## src/decrement_op_defines.vh

```
// Purpose: constants for the file-register decrement execution unit
// Assumes: 14-bit opcodes, 8-bit data, 7-bit file addresses
// Notes:   included by decrement_file_unit.v and dec_alu.v
`ifndef DECREMENT_OP_DEFINES_VH
`define DECREMENT_OP_DEFINES_VH
`define OPC_WIDTH        14
`define OPC_CLASS_HI     13
`define OPC_CLASS_LO     8
`define OPC_DEST_BIT     7
`define OPC_ADDR_HI      6
`define OPC_ADDR_LO      0
`define OPC_DEC_FILE     6'h03
`define OPC_DEC_SKIP     6'h0B
`define DATA_WIDTH       8
`define ADDR_WIDTH       7
`define DEST_W           1'b0
`define DEST_F           1'b1
`define W_RESET          8'h00
`define FILE_RESET       8'h00
`define Z_RESET          1'b0
`define PC_WIDTH         13
`define PC_RESET         13'h0000
`define Q_RESET          4'h1
`endif

```

## src/decrement_file_unit.v

```verilog
// Purpose: executes decrement_file and decrement_skip_if_zero
// Assumes: one instruction per four-phase cycle, file memory inside this unit
// Notes:   other opcodes are ignored apart from advancing the program counter
//
// Summary of operation
// RULE1 - opcode class 000011 with destination bit and 7-bit address decrements a file register.
// RULE2 - address spans 0 to 127 and destination select is a single bit.
// RULE3 - destination 0 writes the result to the working register and leaves the file alone.
// RULE4 - decrement_file updates only the zero flag.
// RULE5 - decrement_skip_if_zero takes one cycle, plus a no-operation cycle when the result is zero.
// RULE6 - the program counter skips the next instruction on a zero result, else steps by one; the code always steps by one and runs that slot as a no-op.
// RULE7 - destination 1 writes the result back into the addressed file register.
// RULE8 - zero flag is set exactly when the eight-bit result is zero, for either destination.
`include "decrement_op_defines.vh"
`default_nettype none
module decrement_file_unit #(
   parameter DEPTH = 128
) (
   input  wire                    clk_i,      // 40 MHz core clock
   input  wire                    rst_i,      // async reset, active high
   input  wire                    ce_i,       // clock enable, freezes all state
   input  wire [`OPC_WIDTH-1:0]   opcode_i,   // instruction word, taken at Q1
   output reg  [`DATA_WIDTH-1:0]  w_o,        // working register
   output reg                     zero_o,     // zero flag
   output reg  [`PC_WIDTH-1:0]    pc_o,       // program counter
   output reg  [3:0]              q_o,        // one-hot phase Q1..Q4
   output reg                     nop_o       // current cycle is a forced no-op
);
   localparam Q1 = 4'h1;
   localparam Q2 = 4'h2;
   localparam Q3 = 4'h4;
   localparam Q4 = 4'h8;

   wire [`DATA_WIDTH-1:0] rd_word [0:DEPTH-1];
   reg  [`OPC_WIDTH-1:0]  ir_r;
   reg  [`DATA_WIDTH-1:0] opnd_r;
   reg  [`DATA_WIDTH-1:0] res_r;
   reg                    res_zero_r;
   wire [`DATA_WIDTH-1:0] alu_res;
   wire                   alu_zero;

   wire [5:0]             cls  = ir_r[`OPC_CLASS_HI:`OPC_CLASS_LO];
   wire                   dest = ir_r[`OPC_DEST_BIT];                  // RULE2
   wire [`ADDR_WIDTH-1:0] addr = ir_r[`OPC_ADDR_HI:`OPC_ADDR_LO];      // RULE2
   wire                   is_dec  = (cls == `OPC_DEC_FILE);           // RULE1
   wire                   is_skip = (cls == `OPC_DEC_SKIP);
   wire                   is_any  = is_dec | is_skip;
   wire [`PC_WIDTH-1:0]   pc_one  = {{(`PC_WIDTH-1){1'b0}}, 1'b1};

   dec_alu #(.WIDTH(`DATA_WIDTH)) u_alu (
      .operand_i (opnd_r),
      .result_o  (alu_res),
      .zero_o    (alu_zero)
   );

   wire                   file_we = (q_o == Q4) && !nop_o && is_any && (dest == `DEST_F);

   // every cell resets so a decrement never reads an unknown byte; costs a reset net per cell
   genvar g;
   generate
      for (g = 0; g < DEPTH; g = g + 1) begin : g_cell
         reg [`DATA_WIDTH-1:0] cell_r;
         always @(posedge clk_i or posedge rst_i) begin
            if (rst_i) begin
               cell_r <= `FILE_RESET;
            end else if (ce_i && file_we && ({{(32-`ADDR_WIDTH){1'b0}}, addr} == g)) begin
               cell_r <= res_r; // RULE7
            end
         end
         assign rd_word[g] = cell_r;
      end
   endgenerate

   always @(posedge clk_i or posedge rst_i) begin
      if (rst_i) begin
         q_o        <= Q1;
         ir_r       <= {`OPC_WIDTH{1'b0}};
         opnd_r     <= {`DATA_WIDTH{1'b0}};
         res_r      <= {`DATA_WIDTH{1'b0}};
         res_zero_r <= 1'b0;
         w_o        <= `W_RESET;
         zero_o     <= `Z_RESET;
         pc_o       <= `PC_RESET;
         nop_o      <= 1'b0;
      end else if (ce_i) begin
         case (q_o)
            Q1: begin
               // decode; a skipped slot keeps its word but never executes it
               ir_r <= opcode_i;
               q_o  <= Q2;
            end
            Q2: begin
               opnd_r <= rd_word[addr]; // RULE1
               q_o    <= Q3;
            end
            Q3: begin
               res_r      <= alu_res;
               res_zero_r <= alu_zero;
               q_o        <= Q4;
            end
            Q4: begin
               q_o <= Q1;
               if (nop_o) begin
                  nop_o <= 1'b0; // RULE5
                  pc_o  <= pc_o + pc_one;
               end else begin
                  if (is_any && dest == `DEST_W) begin
                     w_o <= res_r; // RULE3
                  end
                  if (is_dec) begin
                     zero_o <= res_zero_r; // RULE4 RULE8
                  end
                  if (is_skip && res_zero_r) begin
                     // the following instruction is fetched but discarded
                     nop_o <= 1'b1; // RULE5
                  end
                  pc_o <= pc_o + pc_one; // RULE6
               end
            end
            default: begin
               q_o <= Q1;
            end
         endcase
      end
   end
endmodule // decrement_file_unit
`default_nettype wire

```

## src/dec_alu.v

```verilog
// Purpose: eight-bit decrement with zero detect
// Assumes: purely combinational
// Notes:   wraps 00 to FF
`include "decrement_op_defines.vh"
`default_nettype none
module dec_alu #(
   parameter WIDTH = `DATA_WIDTH
) (
   input  wire [WIDTH-1:0] operand_i, // value read from file register
   output wire [WIDTH-1:0] result_o,  // operand minus one
   output wire             zero_o     // result equals zero
);
   wire [WIDTH-1:0] one = {{(WIDTH-1){1'b0}}, 1'b1};
   assign result_o = operand_i - one;
   assign zero_o   = (result_o == {WIDTH{1'b0}}); // RULE8
endmodule // dec_alu
`default_nettype wire

```

## config.mk

```make
export PLATFORM = sky130hd
export DESIGN_NAME = decrement_file_unit
export DESIGN_NICKNAME = d
export VERILOG_FILES = /design/src/decrement_file_unit.v /design/src/dec_alu.v
export VERILOG_INCLUDE_DIRS = /design/src
export SDC_FILE = /design/constraint.sdc
export NUM_CORES = 2
export LEC_CHECK = 0
export ABC_AREA = 0
export BUFFER_PORTS_ARGS = -buffer_cell sky130_fd_sc_hd__buf_4
export CORE_ASPECT_RATIO = 2
export CORE_MARGIN = 4
export CORE_UTILIZATION = 55
export CTS_BUF_LIST = sky130_fd_sc_hd__clkbuf_4 sky130_fd_sc_hd__clkbuf_8
export DETAILED_ROUTE_END_ITERATION = 12
export GPL_TIMING_DRIVEN = 0
export PLACE_DENSITY = 0.75
export SYNTH_ARGS = -nofsm -noshare
export SYNTH_HDL_FRONTEND = slang
export SYNTH_SLANG_ARGS = --single-unit
```

## constraint.sdc

```tcl
create_clock -name clk_i -period 104.4 [get_ports clk_i]
set_input_delay 10.44 -clock clk_i [delete_from_list [all_inputs] [get_ports clk_i]]
set_output_delay 10.44 -clock clk_i [all_outputs]
set_load 0.02 [all_outputs]
```

==> impl_metrics.env <==
export IMPL_cts_hold_buffers_added=0
export IMPL_comb_power_share=0.376
export IMPL_initial_utilization=0.5550
export IMPL_grt_pass1_wl_mm=272.1
export IMPL_finalSetupTns_ns=0
export IMPL_worstReg2RegStart="ir_r[0]$_DFFE_PP0P_"
export IMPL_drt_iter0_drc=3340
export IMPL_ys_async_sr_fraction=1.000
export IMPL_yosysWarnings=0
export IMPL_ctsRootBufferMaster="clkbuf_8"
export IMPL_synth_cells=3419
export IMPL_drt_total_wl_mm=196.9
export IMPL_area_delta_synth_final_pct=11.39
export IMPL_first_pass_iters=5
export IMPL_cts_tree="built"
export IMPL_fp_dieW_um=220.4
export IMPL_fin_crit_sh=0.1388
export IMPL_ys_seq_area_frac=0.5457
export IMPL_r2r_end="opnd_r[6]$_DFFE_PP0P_"
export IMPL_cellInternalPower_w=0.0007134
export IMPL_layout_drive_gt1_share=0.4761
export IMPL_die_height_um=432.8
export IMPL_vias=33560
export IMPL_io_pins=44
export IMPL_grt_ovfl_total=0
export IMPL_p_per_area_nw_per_um2=23.31
export IMPL_grt_pass1_vias=35390
export IMPL_leakagePower_nw=26.90
export IMPL_synthesis_area_um2=49620
export IMPL_grt_max_degree=134
export IMPL_min_from="g_cell[3].cell_r[6]$_DFFE_PP0P_"
export IMPL_pwr_share_clk=0.286
export IMPL_rsz0062_at_grt="no"
export IMPL_skew_ns=0.03584
export IMPL_hold_ws_ns=0.4986
export IMPL_syn_mean_instance_area_um2=14.51
export IMPL_row_count=155
export IMPL_cp_start_kind="input pin"
export IMPL_critical_path_class="input pin to register"
export IMPL_gp_congestion=1.089
export IMPL_synth_xor_area_frac=0.003177
export IMPL_min_delay_path_class="register to register"
export IMPL_fmax_ghz=0.06899
export IMPL_ys_flop_type="dfrtp_1"
export IMPL_swShare=0.4463
export IMPL_tightest_slew_ns=1.704
export IMPL_synth_edf_count=0
export IMPL_timing_slew_headroom=-0.1360
export IMPL_synth_compound_area_frac=0.02466
export IMPL_max_cap_violations=10
export IMPL_reg2reg_setup_slack_ns=98.10
export IMPL_synth_nets=3439
export IMPL_crit_fanout=10
export IMPL_required_ns=105.18
export IMPL_synth_mux_area_frac=0.3540
export IMPL_dp_slack_ns=89.41
export IMPL_clk_latency_ns=0.92
export IMPL_status="finished, violations left"
export IMPL_postCtsSetupRepairBufs=0
export IMPL_end_kind="register"
export IMPL_postCtsResizedCells=0
export IMPL_synth_simple_area_share=0.05103
export IMPL_cts_buffer_depth=3
export IMPL_timing_final_ws_setup_ns=89.91
export IMPL_ir_drop_v=0.00001486
export IMPL_core_um2=89400
export IMPL_rr_worst_depth=10
export IMPL_worstPathArrival_ns=15.27
export IMPL_clkSinkCount=1082
export IMPL_dieArea_um2=95380
export IMPL_violations="capacitance limit, slew limit"
export IMPL_port_buffers=43
export IMPL_ctsHtreeMaxLevel=4
export IMPL_final_max_slew_viol_count=49
export IMPL_whs_path_depth=1
export IMPL_antenna_found_initial=10
export IMPL_power_total_w=0.001289
export IMPL_setup_viol=0
export IMPL_cts_clk_slew_worst_paths_ns=0.06
export IMPL_fin_crit_ns=14.49
export IMPL_cts_buffers=154
export IMPL_synth_seq_cells=1082
export IMPL_viasPerCell=6.793
export IMPL_post_drt_wl_per_cell_um=39.86
export IMPL_hold_end="g_cell[3].cell_r[6]$_DFFE_PP0P_"
export IMPL_gr_usage_all_layers=0.4213
export IMPL_dp_hpwl_mm=143.1
export IMPL_synth_top_family_by_area="multiplexers"
export IMPL_synth_fa_ha_area_frac=0.0007564
export IMPL_seq_power_share=0.339
export IMPL_nets=3657
export IMPL_drcViolationCount=0
export IMPL_finalHoldViolCount=0
export IMPL_utilization=0.6183
export IMPL_ant_nets=0
export IMPL_synth_cell_types=53
export IMPL_power_switching_w=0.0005751
-- metal layers --
layer / wire length [µm] / part of all wire / global-route usage
met1: 61610 / 0.31 / 0.4362
met2: 91420 / 0.46 / 0.6460
met3: 16390 / 0.083 / 0.1245
met4: 27460 / 0.14 / 0.4505
met5: 20 / 0.00010 / 0
-- placed cells by master (no fill, tap or decap), types with 28 or more instances in the layout --
master | synthesis | final
mux2_2 | 1193 | 1193
dfrtp_1 | 1081 | 1081
clkbuf_8 | 0 | 196
nand2_1 | 192 | 192
clkbuf_1 | 202 | 191
mux4_2 | 172 | 172
o22ai_1 | 76 | 76
nor2_1 | 61 | 60
nand3_1 | 47 | 47
clkbuf_4 | 0 | 47
buf_4 | 0 | 43
buf_1 | 38 | 30
nor2b_1 | 28 | 28
o21ai_0 | 28 | 28
-- sequential cells by signal, summed over array words and instances, names as in the netlist --
| name | cells |
|---|---|
| opnd_r | 8 |
| ir_r | 14 |
| zero_o | 1 |
| w_o | 8 |
| res_r | 8 |
| g_cell.cell_r | 1024 |
| nop_o | 1 |
| pc_o | 13 |
| q_o | 4 |
| res_zero_r | 1 |
-- worst max-delay path: stages --
cell and delay [ns]:
buf_4 0.09, nor4b_4 0.33, nand4_2 0.59, nor4_2 1.37
clkbuf_1 1.10, nand2_1 0.83, mux2_2 0.49
-- power by group through the flow --
stage	clock, W	combinational (W)	sequential [W]
after floorplan	0	0.000196	0.000441
after global placement	0	0.000448	0.000444
after detailed placement	0	0.000454	0.000443
after CTS	0.000367	0.000455	0.000436
after global routing	0.000386	0.000474	0.000436
final	0.000368	0.000484	0.000436
-- kinds of logic after synthesis --
family	count (synthesis)
AO/OA/AOI/OAI	187
multiplexers	1391
buffers and inverters	265
AND/OR/NAND/NOR	473
flip-flops	1082
XOR/XNOR	18
adder cells (fa/ha/maj)	3
-- how the worst max path moves through the flow --
| stage | from | cells past startpoint | end |
|---|---|---|---|
| after floorplan | rst_i | 1 | g_cell[0].cell_r[0]$_DFFE_PP0P_ |
| after global placement | rst_i | 2 | g_cell[20].cell_r[2]$_DFFE_PP0P_ |
| after detailed placement | ce_i | 7 | g_cell[46].cell_r[7]$_DFFE_PP0P_ |
| after CTS | ce_i | 7 | g_cell[46].cell_r[7]$_DFFE_PP0P_ |
| after global routing | ce_i | 7 | g_cell[40].cell_r[7]$_DFFE_PP0P_ |
| final | ce_i | 7 | g_cell[40].cell_r[6]$_DFFE_PP0P_ |
-- Yosys cell counts (28+ instances only) --
cell type,n,share of area
mux2_2,1193,0.27
dfrtp_1,1081,0.55
clkbuf_1,202,0.015
nand2_1,192,0.015
mux4_2,172,0.078
o22ai_1,76,0.0096
nor2_1,61,0.0046
nand3_1,47,0.0047
buf_1,38,0.0029
nor2b_1,28,0.0035
o21ai_0,28,0.0028
-- area by class of cell --
type	instances	area [µm²]
Antenna cell	12	30.03
Buffer	255	1012
Clock buffer	243	3050
Clock inverter	27	294.0
Fill cell	6835	34130
Inverter	10	45.04
Multi-Input combinational cell	2072	21550
Sequential cell	1082	27080
Tap cell	1177	1473
Timing Repair Buffer	62	742.0
-- metrics by stage --
step	cells	area [µm²]
3_3_place_gp	4639	51420
3_5_place_dp	4655	51850
6_report	4940	55280
4_1_cts	4925	55190
2_1_floorplan	3419	49620
5_1_grt	4930	55250
No activity file was read; power rests on OpenSTA's default activity.
